File: src/logic/uart_flow_cfg.svh
// Register offsets, field positions, reset values and counts
`ifndef UART_FLOW_CFG_SVH
`define UART_FLOW_CFG_SVH
// Register offsets on the plain register port
`define OFS_FEATURE    4'h0
`define OFS_ENHANCED   4'h1
`define OFS_RESUME1    4'h2
`define OFS_RESUME2    4'h3
`define OFS_PAUSE1     4'h4
`define OFS_PAUSE2     4'h5
`define OFS_TURN_DLY   4'h6
`define OFS_IRQ_EN     4'h7
`define OFS_FIFO_CTL   4'h8
`define OFS_MODEM_CTL  4'h9
`define OFS_IRQ_STAT   4'hA
`define OFS_STATE      4'hB
// Feature control fields
`define FC_HYST_LSB    0
`define FC_RX_INV      4
`define FC_AUTO485     5
`define FC_TABLE_LSB   6
// Enhanced feature control fields
`define EF_RX_LSB      0
`define EF_TX_LSB      2
`define EF_ENH         4
`define EF_SPECIAL     5
`define EF_AUTO_RTS    6
`define EF_AUTO_CTS    7
// Status bits
`define ST_SPECIAL     0
`define ST_PAUSE       1
// Reset values
`define RST_BYTE       8'h00
`define RST_NIBBLE     4'h0
// Pause is sent this many character times after the trigger
`define PAUSE_CHARS    2
`define CHAR_BITS_DEF  10
`endif

File: src/logic/uart_flow_pkg.sv
// Types shared by the flow and half-duplex control block
package uart_flow_pkg;
   typedef struct packed {
      logic [3:0] addr;
      logic [7:0] wdata;
      logic       wr;
      logic       rd;
   } reg_req_t;
   typedef struct packed {
      logic thr_load;
      logic thr_empty;
      logic tsr_empty;
      logic bit_tick;
   } tx_evt_t;
   typedef struct packed {
      logic       valid;
      logic [7:0] data;
   } rx_char_t;
   typedef enum logic [1:0] {D_RX, D_TX, D_TURN} dir_state_t;
   typedef enum logic [1:0] {F_IDLE, F_WAIT, F_SEND} flow_state_t;
endpackage : uart_flow_pkg

File: src/logic/hyst_lookup.sv
// Hysteresis code to character count for trigger table D
module hyst_lookup (
   // Code in, count out
   input  wire logic [3:0] code,
   output logic      [6:0] hyst
);
   // Upper codes are not monotonic; the pattern follows the level table
   always_comb begin
      case (code)
         4'h0:    hyst = 7'h00;
         4'h1:    hyst = 7'h04;
         4'h2:    hyst = 7'h06;
         4'h3:    hyst = 7'h08;
         4'h4:    hyst = 7'h08;
         4'h5:    hyst = 7'h10;
         4'h6:    hyst = 7'h18;
         4'h7:    hyst = 7'h20;
         4'h8:    hyst = 7'h28;
         4'h9:    hyst = 7'h2C;
         4'hA:    hyst = 7'h30;
         4'hB:    hyst = 7'h34;
         4'hC:    hyst = 7'h0C;
         4'hD:    hyst = 7'h14;
         4'hE:    hyst = 7'h1C;
         4'hF:    hyst = 7'h24;
         default: hyst = 7'h00;
      endcase
   end
endmodule : hyst_lookup

File: src/logic/uart_flow_ctrl.sv
// One channel's flow control, half-duplex direction and feature registers
`include "uart_flow_cfg.svh"
module uart_flow_ctrl import uart_flow_pkg::*; #(
   parameter int CHAR_BITS = `CHAR_BITS_DEF
) (
   // Clock and reset
   input  wire logic       sys_clk,
   input  wire logic       nrst,
   // Register port
   input  wire reg_req_t   bus,
   output logic      [7:0] rdata,
   // Transmitter status
   input  wire tx_evt_t    tx_evt,
   input  wire logic       rts_gp_n,
   // Receive FIFO levels
   input  wire logic [6:0] rx_level,
   input  wire logic [6:0] rx_trig,
   input  wire logic [6:0] rx_next_up,
   input  wire logic [6:0] rx_next_dn,
   // Received characters in and to the FIFO
   input  wire rx_char_t   rx_in,
   output rx_char_t        rx_out,
   // Flow characters to the transmitter
   output logic            xmit_req,
   output logic      [7:0] xmit_char,
   input  wire logic       xmit_ack,
   // Line and control outputs
   output logic            rts_n,
   output logic            tx_irq,
   output logic            remote_paused,
   output logic      [3:0] ier_ext,
   output logic      [1:0] fcr_ext,
   output logic      [2:0] mcr_ext
);
   localparam int PAUSE_BITS = `PAUSE_CHARS * CHAR_BITS;

   // Counter width fixed at 5 bits
   generate
      if (CHAR_BITS < 7 || CHAR_BITS > 12) begin : g_bad
         $error("CHAR_BITS must be 7 to 12");
      end
   endgenerate

   logic [7:0] feature_control, enhanced_feature_control, res1, res2, pau1, pau2;
   logic [3:0] turn_dly;
   logic [1:0] stat;
   dir_state_t  dir, next_dir;
   flow_state_t fst, next_fst;
   logic [4:0] cnt, next_cnt;
   logic       kind_pause, second, local_paused, hw_stop;
   logic       seq_p, seq_r;

   // Field decode
   wire       enh      = enhanced_feature_control[`EF_ENH];
   wire       auto485  = feature_control[`FC_AUTO485];
   wire [1:0] rx_mode  = enhanced_feature_control[`EF_RX_LSB +: 2];
   wire [1:0] tx_mode  = enhanced_feature_control[`EF_TX_LSB +: 2];
   wire       table_d  = &feature_control[`FC_TABLE_LSB +: 2];
   wire [3:0] hyst_sel = feature_control[`FC_HYST_LSB +: 4];
   wire [6:0] hyst;

   hyst_lookup u_hyst (
      .code (hyst_sel),
      .hyst (hyst)
   );

   // Write decode
   wire wr_fc  = bus.wr && bus.addr == `OFS_FEATURE;
   wire wr_ef  = bus.wr && bus.addr == `OFS_ENHANCED;
   wire wr_r1  = bus.wr && bus.addr == `OFS_RESUME1;
   wire wr_r2  = bus.wr && bus.addr == `OFS_RESUME2;
   wire wr_p1  = bus.wr && bus.addr == `OFS_PAUSE1;
   wire wr_p2  = bus.wr && bus.addr == `OFS_PAUSE2;
   wire wr_dly = bus.wr && bus.addr == `OFS_TURN_DLY;
   // Locked fields ignore writes while enhanced enable is clear
   wire wr_ie  = bus.wr && bus.addr == `OFS_IRQ_EN && enh;
   wire wr_fcr = bus.wr && bus.addr == `OFS_FIFO_CTL && enh;
   wire wr_mcr = bus.wr && bus.addr == `OFS_MODEM_CTL && enh;
   wire wr_st  = bus.wr && bus.addr == `OFS_IRQ_STAT && enh;

   // Thresholds; a zero hysteresis code keeps the next-level behaviour
   wire use_h   = table_d && hyst_sel != 4'h0;
   wire [7:0] up_h = {1'b0, rx_trig} + {1'b0, hyst};
   wire [6:0] dn_h = (rx_trig > hyst) ? rx_trig - hyst : 7'h00;
   wire [7:0] upper = use_h ? up_h : {1'b0, rx_next_up};
   wire [6:0] lower = use_h ? dn_h : rx_next_dn;

   // Receive compares, bit 0 against the first flow character of a pair
   logic [1:0] hit_p, hit_r;
   generate
      for (genvar i = 0; i < 2; i++) begin : g_cmp
         assign hit_p[i] = rx_in.data == (i == 0 ? pau1 : pau2);
         assign hit_r[i] = rx_in.data == (i == 0 ? res1 : res2);
      end
   endgenerate

   wire seq_mode = rx_mode == 2'b11 && (tx_mode == 2'b00 ||
                                        tx_mode == 2'b11);
   wire pause_hit = rx_in.valid && (
        (rx_mode == 2'b01 && hit_p[1]) ||
        (rx_mode == 2'b10 && hit_p[0]) ||
        (rx_mode == 2'b11 && !seq_mode && |hit_p) ||
        (seq_mode && seq_p && hit_p[1]));
   wire resume_hit = rx_in.valid && (
        (rx_mode == 2'b01 && hit_r[1]) ||
        (rx_mode == 2'b10 && hit_r[0]) ||
        (rx_mode == 2'b11 && !seq_mode && |hit_r) ||
        (seq_mode && seq_r && hit_r[1]));
   wire special = rx_in.valid && enhanced_feature_control[`EF_SPECIAL] && hit_p[1];
   // Matched flow characters other than the first of a sequence pair never reach the FIFO
   wire store = rx_in.valid && !pause_hit && !resume_hit;

   // Control registers
   always_ff @(posedge sys_clk or negedge nrst) begin
      if (!nrst) begin
         feature_control     <= `RST_BYTE;
         enhanced_feature_control      <= `RST_BYTE;
         turn_dly <= `RST_NIBBLE;
      end else begin
         if (wr_fc)  feature_control     <= bus.wdata;
         if (wr_ef)  enhanced_feature_control      <= bus.wdata;
         if (wr_dly) turn_dly <= bus.wdata[7:4];
      end
   end

   // Flow characters
   always_ff @(posedge sys_clk or negedge nrst) begin
      if (!nrst) begin
         res1 <= `RST_BYTE;
         res2 <= `RST_BYTE;
         pau1 <= `RST_BYTE;
         pau2 <= `RST_BYTE;
      end else begin
         if (wr_r1) res1 <= bus.wdata;
         if (wr_r2) res2 <= bus.wdata;
         if (wr_p1) pau1 <= bus.wdata;
         if (wr_p2) pau2 <= bus.wdata;
      end
   end

   // Lockable enhanced fields, cleared by reset
   always_ff @(posedge sys_clk or negedge nrst) begin
      if (!nrst) begin
         ier_ext <= 4'h0;
         fcr_ext <= 2'h0;
         mcr_ext <= 3'h0;
      end else begin
         if (wr_ie)  ier_ext <= bus.wdata[7:4];
         if (wr_fcr) fcr_ext <= bus.wdata[5:4];
         if (wr_mcr) mcr_ext <= bus.wdata[7:5];
      end
   end

   // Status flags: a hit in the clearing cycle survives the clear
   wire [1:0] st_set = {pause_hit, special};
   wire [1:0] st_clr = wr_st ? bus.wdata[5:4] : 2'b00;
   always_ff @(posedge sys_clk or negedge nrst) begin
      if (!nrst) stat <= 2'b00;
      else       stat <= (stat & ~st_clr) | st_set;
   end

   // Read mux, answered one cycle after the strobe
   logic [7:0] rd_mux;
   always_comb begin
      case (bus.addr)
         `OFS_FEATURE:   rd_mux = feature_control;
         `OFS_ENHANCED:  rd_mux = enhanced_feature_control;
         `OFS_RESUME1:   rd_mux = res1;
         `OFS_RESUME2:   rd_mux = res2;
         `OFS_PAUSE1:    rd_mux = pau1;
         `OFS_PAUSE2:    rd_mux = pau2;
         `OFS_IRQ_EN:    rd_mux = {ier_ext, 4'h0};
         `OFS_FIFO_CTL:  rd_mux = {2'b00, fcr_ext, 4'h0};
         `OFS_MODEM_CTL: rd_mux = {mcr_ext, 5'h00};
         `OFS_IRQ_STAT:  rd_mux = {2'b00, stat, 4'h0};
         `OFS_STATE:     rd_mux = {4'h0, local_paused, hw_stop,
                                   remote_paused, rts_n};
         default:        rd_mux = 8'h00;
      endcase
   end

   always_ff @(posedge sys_clk or negedge nrst) begin
      if (!nrst)       rdata <= 8'h00;
      else if (bus.rd) rdata <= rd_mux;
   end

   // Receive path: sequence tracking, store and remote pause state
   always_ff @(posedge sys_clk or negedge nrst) begin
      if (!nrst) begin
         seq_p         <= 1'b0;
         seq_r         <= 1'b0;
         rx_out        <= '0;
         remote_paused <= 1'b0;
      end else begin
         if (rx_in.valid) begin
            seq_p <= hit_p[0];
            seq_r <= hit_r[0];
         end
         rx_out.valid <= store;
         rx_out.data  <= rx_in.data;
         if (rx_mode == 2'b00)  remote_paused <= 1'b0;
         else if (pause_hit)    remote_paused <= 1'b1;
         else if (resume_hit)   remote_paused <= 1'b0;
      end
   end

   // Hardware flow state, used when auto RTS is on
   always_ff @(posedge sys_clk or negedge nrst) begin
      if (!nrst)                           hw_stop <= 1'b0;
      else if ({1'b0, rx_level} >= upper)  hw_stop <= 1'b1;
      else if (rx_level < lower)           hw_stop <= 1'b0;
   end

   // Half-duplex direction; RTS rises the cycle after a load, so the
   // transmitter sees it high before it can shift a start bit
   always_comb begin
      next_dir = dir;
      next_cnt = cnt;
      case (dir)
         D_RX: if (tx_evt.thr_load) next_dir = D_TX;
         D_TX: begin
            if (tx_evt.tsr_empty && tx_evt.thr_empty &&
                !tx_evt.thr_load) begin
               next_cnt = 5'd0;
               next_dir = (turn_dly == 4'h0) ? D_RX : D_TURN;
            end
         end
         D_TURN: begin
            if (tx_evt.thr_load) next_dir = D_TX;
            else if (tx_evt.bit_tick) begin
               next_cnt = cnt + 5'd1;
               if (next_cnt == {1'b0, turn_dly}) next_dir = D_RX;
            end
         end
         default: next_dir = D_RX;
      endcase
      if (!auto485 && fst == F_IDLE) next_cnt = 5'd0;
   end

   wire next_rts_n = auto485 ? (next_dir != D_RX) :
                     enhanced_feature_control[`EF_AUTO_RTS] ? hw_stop : rts_gp_n;

   always_ff @(posedge sys_clk or negedge nrst) begin
      if (!nrst) begin
         dir    <= D_RX;
         rts_n  <= 1'b1;
         tx_irq <= 1'b0;
      end else begin
         dir    <= auto485 ? next_dir : D_RX;
         rts_n  <= next_rts_n;
         tx_irq <= auto485 ? tx_evt.tsr_empty
                           : tx_evt.thr_empty;
      end
   end

   // Transmit flow control sequencer; its own wait counter runs on ticks
   wire trig_hit  = rx_trig != 7'h00 && rx_level >= rx_trig;
   logic [4:0] wait_cnt, next_wait;
   logic next_kind, next_second, next_local;

   always_comb begin
      next_fst    = fst;
      next_wait   = wait_cnt;
      next_kind   = kind_pause;
      next_second = second;
      next_local  = local_paused;
      case (fst)
         F_IDLE: begin
            next_second = 1'b0;
            if (tx_mode != 2'b00 && !local_paused && trig_hit) begin
               next_fst  = F_WAIT;
               next_wait = 5'd0;
            end else if (tx_mode != 2'b00 && local_paused &&
                         rx_level < lower) begin
               next_fst  = F_SEND;
               next_kind = 1'b0;
            end
         end
         F_WAIT: begin
            if (tx_evt.bit_tick) next_wait = wait_cnt + 5'd1;
            if (next_wait == 5'(PAUSE_BITS)) begin
               next_fst  = F_SEND;
               next_kind = 1'b1;
            end
         end
         F_SEND: begin
            if (xmit_ack) begin
               if (tx_mode == 2'b11 && !second) next_second = 1'b1;
               else begin
                  next_fst   = F_IDLE;
                  next_local = kind_pause;
               end
            end
         end
         default: next_fst = F_IDLE;
      endcase
      if (tx_mode == 2'b00) begin
         next_fst   = F_IDLE;
         next_local = 1'b0;
      end
   end

   // Character choice: 01 second pair, 10 first pair, 11 first then second
   wire use_second = tx_mode == 2'b01 || next_second;
   wire [7:0] pick = next_kind ? (use_second ? pau2 : pau1)
                               : (use_second ? res2 : res1);

   always_ff @(posedge sys_clk or negedge nrst) begin
      if (!nrst) begin
         fst          <= F_IDLE;
         cnt          <= 5'd0;
         wait_cnt     <= 5'd0;
         kind_pause   <= 1'b0;
         second       <= 1'b0;
         local_paused <= 1'b0;
         xmit_req     <= 1'b0;
         xmit_char    <= 8'h00;
      end else begin
         fst          <= next_fst;
         cnt          <= next_cnt;
         wait_cnt     <= next_wait;
         kind_pause   <= next_kind;
         second       <= next_second;
         local_paused <= next_local;
         xmit_req     <= next_fst == F_SEND;
         xmit_char    <= pick;
      end
   end
endmodule : uart_flow_ctrl

File: config.mk
export PLATFORM = sky130hd
export DESIGN_NAME = uart_flow_ctrl
export DESIGN_NICKNAME = d
export VERILOG_FILES = /design/src/logic/uart_flow_pkg.sv /design/src/logic/hyst_lookup.sv /design/src/logic/uart_flow_ctrl.sv
export VERILOG_INCLUDE_DIRS = /design/src /design/src/logic
export SDC_FILE = /design/constraint.sdc
export NUM_CORES = 1
export LEC_CHECK = 0
export BUFFER_PORTS_ARGS = -buffer_cell sky130_fd_sc_hd__buf_2
export CAP_MARGIN = 20
export CORE_MARGIN = 5
export CORE_UTILIZATION = 58
export CTS_CLUSTER_DIAMETER = 150
export CTS_CLUSTER_SIZE = 28
export DETAILED_ROUTE_END_ITERATION = 7
export PLACE_DENSITY = 0.89
export SKIP_CTS_REPAIR_TIMING = 1
export SLEW_MARGIN = 25
export SYNTH_ARGS = -nofsm -noshare
export SYNTH_HDL_FRONTEND = slang
export SYNTH_HIERARCHICAL = 1
export SYNTH_SLANG_ARGS = --single-unit
export TNS_END_PERCENT = 100
File: constraint.sdc
create_clock -name sys_clk -period 5.5 [get_ports sys_clk]
set_clock_uncertainty 0.2 [all_clocks]
set_input_delay 0.275 -clock sys_clk [delete_from_list [all_inputs] [get_ports sys_clk]]
set_output_delay 0.275 -clock sys_clk [all_outputs]
set_load 0.01 [all_outputs]
==> results of run 1 <==
-- cell type report --
| cell class | count | area [sq um] | share of cell area (%) |
|---|---|---|---|
| multi-input cells | 491 | 3889 | 49.33 |
| repair buffers | 106 | 580.6 | 7.364 |
| clock inverters | 5 | 42.54 | 0.5396 |
| flip-flops and latches | 112 | 2804 | 35.57 |
| clock buffers | 11 | 252.7 | 3.206 |
| well taps | 147 | 183.9 | 2.333 |
| inverters | 35 | 131.4 | 1.666 |
-- sequential cells by signal, summed over array words and instances, names as in the netlist, 2 cells and up --
register	cells
cnt	5
dir	2
enhanced_feature_control	8
fcr_ext	2
feature_control	8
fst	2
ier_ext	4
mcr_ext	3
pau1	8
pau2	8
rdata	8
res1	8
res2	8
rx_out	9
stat	2
turn_dly	4
wait_cnt	5
xmit_char	8
-- metal layers --
metal,global-route usage (%),up-vias
li1,-,2582
met1,33.61,2795
met2,44.42,248
met3,4.006,37
met4,9.520,0
met5,0,-
-- critical path, stage by stage, from the launching register on --
cell and delay [ps]:
sky130_fd_sc_hd__dfrtp_1 500, sky130_fd_sc_hd__inv_1 80, sky130_fd_sc_hd__ha_1 330, sky130_fd_sc_hd__o31ai_1 390
sky130_fd_sc_hd__inv_1 80, sky130_fd_sc_hd__ha_1 430, sky130_fd_sc_hd__nand2_1 80, sky130_fd_sc_hd__o21ai_1 250
sky130_fd_sc_hd__a211o_1 210, sky130_fd_sc_hd__nand2_1 60, sky130_fd_sc_hd__a41oi_1 460, sky130_fd_sc_hd__a22oi_1 140
sky130_fd_sc_hd__ha_1 340, sky130_fd_sc_hd__a21oi_1 200, sky130_fd_sc_hd__o221ai_1 150, sky130_fd_sc_hd__nand4_1 120
sky130_fd_sc_hd__a31o_1 140, sky130_fd_sc_hd__a41o_1 600, sky130_fd_sc_hd__mux2i_1 300
-- worst paths after layout --
kind                                           startpoint                                       to  slack [ps]
setup reg to reg           feature_control[0]$_DFFE_PN0P_                   xmit_char[4]$_DFF_PN0_         360
setup / recovery           feature_control[0]$_DFFE_PN0P_                   xmit_char[4]$_DFF_PN0_         360
hold reg to reg                         stat[1]$_DFF_PN0_                        stat[1]$_DFF_PN0_         290
max in group asynchronous                            nrst                         second$_DFF_PN0_        3620
min in group asynchronous                            nrst  enhanced_feature_control[5]$_DFFE_PN0P_         340
hold / removal                                   rx_in[8]                      rx_out[8]$_DFF_PN0_          10
-- stage by stage --
stage / cell area [sq um] / total power [mW] / util [%]
5_1_grt: 7884 / 2.875 / 66.19
2_1_floorplan: 7008 / 1.784 / -
4_1_cts: 7794 / 2.714 / 65.43
6_report: 7884 / 2.722 / 66.19
3_3_place_gp: 7498 / 2.022 / 62.95
3_5_place_dp: 7498 / 2.060 / 62.95
-- report_power, final --
part	internal (mW)	leakage, nW	switching, mW	total, mW
logic	0.424	2.15	0.478	0.902
clock network	0.339	0.144	0.311	0.650
registers	0.982	1.42	0.188	1.17
-- cell usage in the layout, fill, tap and decap left out, types with 5 or more instances in the layout --
| cell type | count |
|---|---|
| sky130_fd_sc_hd__clkbuf_16 | 9 |
| sky130_fd_sc_hd__a22oi_1 | 8 |
| sky130_fd_sc_hd__dfrtp_1 | 111 |
| sky130_fd_sc_hd__a21o_1 | 5 |
| sky130_fd_sc_hd__o21ai_1 | 8 |
| sky130_fd_sc_hd__dlygate4sd3_1 | 9 |
| sky130_fd_sc_hd__xnor2_1 | 34 |
| sky130_fd_sc_hd__nand4_1 | 12 |
| sky130_fd_sc_hd__a221oi_1 | 5 |
| sky130_fd_sc_hd__ha_1 | 42 |
| sky130_fd_sc_hd__nand2b_1 | 10 |
| sky130_fd_sc_hd__a21oi_1 | 29 |
| sky130_fd_sc_hd__mux2_2 | 33 |
| sky130_fd_sc_hd__inv_1 | 33 |
| sky130_fd_sc_hd__nor2b_1 | 9 |
| sky130_fd_sc_hd__nor3_1 | 11 |
| sky130_fd_sc_hd__nand2_1 | 32 |
| sky130_fd_sc_hd__mux2i_1 | 38 |
| sky130_fd_sc_hd__nor2_1 | 43 |
| sky130_fd_sc_hd__nand3_1 | 13 |
| sky130_fd_sc_hd__o21ai_0 | 21 |
| sky130_fd_sc_hd__xor2_1 | 17 |
| sky130_fd_sc_hd__or3_1 | 5 |
| sky130_fd_sc_hd__mux2_1 | 30 |
| sky130_fd_sc_hd__buf_2 | 95 |
| sky130_fd_sc_hd__nor3b_1 | 5 |
| sky130_fd_sc_hd__o22ai_1 | 8 |
-- cells by family (layout without fill, tap and decap cells) --
group                    Yosys count  after routing  share of synthesized area, %
buffers and inverters             70            157                         4.502
flip-flops                       112            112                         40.03
adder cells (fa/ha/maj)           44             44                         8.074
multiplexers                     106            106                         17.06
AO/OA/AOI/OAI                    123            123                         11.61
other                              1              2                       0.05354
AND/OR/NAND/NOR                  165            165                         12.29
XOR/XNOR                          51             51                         6.377
==> results_dict.tcl, run 1 <==
set metrics [dict create \
    dr_total_vias 5662 \
    finalSetupViolCount 0 \
    grt_start_max_net_pins 64 \
    timing.critical_path.arrival_ps 5200 \
    drtPass1Iterations 5 \
    crit_type "register to register" \
    grt_setup_unrepaired "no" \
    timing.final.ws_setup_ps 360.5 \
    n_fill_cell 908 \
    finalMaxSlewViolations 0 \
    yosys.area.top_type_share_pct 39.66 \
    first_pass_grt_wire_length_um 29740 \
    max_freq_ghz 0.1946 \
    diodes 0 \
    routed_wirelength_um 18570 \
    routedWlPerCell_um 20.47 \
    p_leak_nw 3.717 \
    clock_tree_from_tritoncts "built" \
    dr_wl_met3_um 1150 \
    timing.critical_path.from_type "register" \
    dpl.hpwl_um 13820 \
    clock-sinks 112 \
    worstHoldPathCells 2 \
    floorplan.initialDensity_pct 58.80 \
    portBuffers 96 \
    final-hold-violation-count 0 \
    first_iteration_detailed_routing_drc_count 416 \
    ios 97 \
    drt_drc_violations_left 0 \
    final.period_utilization_pct 93.45 \
    netlist-cell-type-count 72 \
    drive_above_1_share_pct 20.92 \
    synth_area_sq_mm 0.007004 \
    grt.total_usage_pct 26.01 \
    whs_ps 9.532 \
    seq_area_frac_synth_pct 40.03 \
    synth_common_cells "111 x sky130_fd_sc_hd__dfrtp_1, 43 x sky130_fd_sc_hd__nor2_1, 42 x sky130_fd_sc_hd__ha_1" \
    h-tree-depth 3 \
    pre_cts_ws_ps 396.9 \
    worstRegToRegCells 18 \
    synth.avg_cell_area_sq_um 10.42 \
    gr-total-overflow 0 \
    most_repeated_cell_in_the_gate_level_netlist_after_synthesis "sky130_fd_sc_hd__dfrtp_1" \
    synthesis.instances 672 \
    detail_route.vias_per_cell 6.243 \
    clk_transition_reported_paths_ps 70 \
    final_antenna_net_count 0 \
    p_per_area_mw_per_mm2 345.3 \
    hp-class "primary input to register" \
    instances_no_fill 907 \
    maxSlewHeadroom_pct 44.67 \
    worst_setup_path_end_kind "register" \
    crit_required_ps 5560 \
    cts-root-buf "sky130_fd_sc_hd__clkbuf_16" \
    tightestPinTransition_ps 826.9 \
    grt_pass1_vias 5818 \
    cts.path.max_buffers 2 \
    fp.coreArea_sq_mm 0.01191 \
    areaGrowthSynthToFinish_pct 12.56 \
    postSynth.asyncResetShare_pct 100.0 \
    number_of_enable_flip_flop_cells_after_synthesis 0 \
    clk_latency_ps 360 \
    synth_area_leader_cell "sky130_fd_sc_hd__dfrtp_1" \
    max_cap_viol_count 0 \
    die_area_sq_mm 0.01437 \
    outcome "complete, no violations" \
    routedLengthMet1_um 7636 \
    detailroute.wirelength.met2_um 9302 \
    place.gp.congestion 0.9472 \
    synth_top_cells_by_area "sky130_fd_sc_hd__dfrtp_1 40%, sky130_fd_sc_hd__ha_1 7.5%, sky130_fd_sc_hd__mux2i_1 5.4%" \
    antenna_found_initial 0 \
    post-place-cells 882 \
    synth_seq_cells 112 \
    num-nets-final 858 \
    critical_path_peak_fanout 9 \
    die_height_um 119.9 \
    synth-warning-count 6 \
    ir_drop_uv 272.5 \
    highest_layer_used_for_signal_routing "met4" \
    fin_crit_ps 5139 \
    postSynth.topFlopCell "sky130_fd_sc_hd__dfrtp_1" \
    final.setup.tns_ps 0 \
    die_x_um 119.9 \
    cts_made_buffers 9 \
    rows 40 \
]
Power figures use the tool's default switching activity.
==> run 2: changes to the inputs <==
HOLD_SLACK_MARGIN = 0.02   (was not set)
REMOVE_ABC_BUFFERS = 1   (was not set)
==> run 2 against run 1 <==
Compared with the run above:
- global-route usage grew 0.35 points
- critical path depth is the same
- clock power grew 1%
- first-iteration DRC count shrank 3.8%
- total power grew 0.35%
- non-clock buffer count grew 2
- combinational power is essentially flat
- fmax grew 5.1%
- die area is the same
- critical endpoint is now xmit_char[6]$_DFF_PN0_
- largest cell class unchanged
==> results_dict.tcl, run 2 (synthesized netlist as in run 1, its figures left out) <==
set metrics [dict create \
    drive_above_1_share_pct 21.00 \
    timing.critical_path.arrival_ps 4960 \
    clk_transition_reported_paths_ps 80 \
    die_x_um 119.9 \
    critical_path_peak_fanout 9 \
    power_mw 2.732 \
    cts-root-buf "sky130_fd_sc_hd__clkbuf_16" \
    hp-class "primary input to register" \
    commonest_non_fill_non_tap_cell_in_the_layout "sky130_fd_sc_hd__dfrtp_1" \
    final.setup.tns_ps 0 \
    final-hold-violation-count 0 \
    outcome "complete, no violations" \
    max_freq_ghz 0.2045 \
    dr_total_vias 5549 \
    fin_crit_ps 4889 \
    instances_no_fill 909 \
    grt_pass1_vias 5855 \
    p_per_area_mw_per_mm2 345.4 \
    grt_start_max_net_pins 59 \
    finalSetupViolCount 0 \
    first_iteration_detailed_routing_drc_count 400 \
    p_leak_nw 3.729 \
    ios 97 \
    h-tree-depth 3 \
    largest_register_ffs 9 \
    antenna_found_initial 0 \
    cts.path.max_buffers 2 \
    areaGrowthSynthToFinish_pct 12.92 \
    max_flop_register "rx_out" \
    grt.total_usage_pct 26.36 \
    worst_setup_path_end_kind "register" \
    floorplan.initialDensity_pct 58.80 \
    cts_made_buffers 9 \
    critPathMostFrequentCell "sky130_fd_sc_hd__ha_1" \
    crit_required_ps 5570 \
    timing.critical_path.from_type "register" \
    drtPass1Iterations 5 \
    cp_cell_instances "inv_1, ha_1, o31ai_1, inv_1, ha_1, nand2_1, o21ai_1, a211o_1, nand2_1, a41oi_1, a22oi_1, ha_1, a21oi_1, o221ai_1, nand4_1, a31o_1, a41o_2, mux2i_1" \
    dpl.hpwl_um 13830 \
    n_fill_cell 893 \
    die_height_um 119.9 \
    clock-sinks 112 \
    post-place-cells 882 \
    routed_wirelength_um 18550 \
    drt_drc_violations_left 0 \
    crit_type "register to register" \
    first_pass_grt_wire_length_um 30180 \
    maxSlewHeadroom_pct 37.90 \
    diodes 0 \
    slowest_delay_ps 490 \
    grt_setup_unrepaired "no" \
    tightestPinTransition_ps 928.1 \
    crit_family "compound AO/OA/AOI/OAI gates" \
    max_cap_viol_count 0 \
    highest_count_cells_in_the_layout_ignoring_fill_and_taps "111 x sky130_fd_sc_hd__dfrtp_1, 95 x sky130_fd_sc_hd__buf_2, 43 x sky130_fd_sc_hd__nor2_1" \
    rows 40 \
    final_antenna_net_count 0 \
    final.period_utilization_pct 88.90 \
    critical_path_buf_inv_count 2 \
    place.gp.congestion 0.9341 \
    num-nets-final 860 \
    ir_drop_uv 229.4 \
    clk_latency_ps 350 \
    fp.coreArea_sq_mm 0.01191 \
    clock_tree_from_tritoncts "built" \
    detail_route.vias_per_cell 6.105 \
    finalMaxSlewViolations 0 \
    gr-total-overflow 0 \
    slowest_stage "sky130_fd_sc_hd__dfrtp_1" \
    portBuffers 96 \
    die_area_sq_mm 0.01437 \
    routedWlPerCell_um 20.40 \
]
run 2: changes by cell type in the layout (fill, tap and decap cells not counted):
cell,previous run,this run
sky130_fd_sc_hd__inv_6,4,1
sky130_fd_sc_hd__dlygate4sd3_1,9,11
sky130_fd_sc_hd__a41o_1,1,0
sky130_fd_sc_hd__a41o_2,0,1
sky130_fd_sc_hd__clkbuf_8,2,3
sky130_fd_sc_hd__clkinv_2,0,1
sky130_fd_sc_hd__inv_8,0,1
run 2: path summary, 6_finish.rpt:
check / startpoint / end / slack, ps / depth (start not counted)
max in group asynchronous: nrst / feature_control[2]$_DFFE_PN0P_ / 3590 / 3
hold reg to reg: seq_p$_DFFE_PN0P_ / seq_p$_DFFE_PN0P_ / 290 / 2
hold / removal: bus[5] / feature_control[3]$_DFFE_PN0P_ / 30 / 2
min in group asynchronous: nrst / fcr_ext[0]$_DFFE_PN0P_ / 300 / 2
setup reg to reg: feature_control[0]$_DFFE_PN0P_ / xmit_char[6]$_DFF_PN0_ / 610 / 18
setup / recovery: feature_control[0]$_DFFE_PN0P_ / xmit_char[6]$_DFF_PN0_ / 610 / 18
run 2: area by class of cell:
class | count | area [sq um] | share of cell area [%]
clock buffers | 12 | 266.5 | 3.370
clock inverters | 4 | 32.53 | 0.4113
inverters | 35 | 131.4 | 1.661
multi-input cells | 491 | 3890 | 49.19
flip-flops and latches | 112 | 2804 | 35.45
well taps | 147 | 183.9 | 2.326
repair buffers | 108 | 600.6 | 7.594
run 2: per-layer routing:
| metal | GRT usage [%] | up-vias | routed length, um |
|---|---|---|---|
| li1 | - | 2567 | - |
| met1 | 34.83 | 2722 | 7905 |
| met2 | 44.14 | 224 | 9110 |
| met3 | 4.288 | 36 | 1088 |
| met4 | 9.234 | 0 | 443 |
| met5 | 0 | - | 0 |
run 2: per-stage QoR:
step	cell area, sq um	setup slack (ps)	hold WS (ps)	utilization (%)
after detailed placement	7498	499.6	160.9	62.95
after CTS	7797	461.6	-215.0	65.46
after global routing	7909	187.0	28.93	66.40
after global placement	7498	662.3	142.3	62.95
final	7909	610.7	31.36	66.40
after floorplan	6824	1234	-220.6	-
run 2: power by group:
part / switching (mW) / internal [mW] / total [mW]
Clock: 0.308 / 0.349 / 0.658
Combinational: 0.474 / 0.426 / 0.901
Sequential: 0.192 / 0.982 / 1.17
Total: 0.974 / 1.76 / 2.73
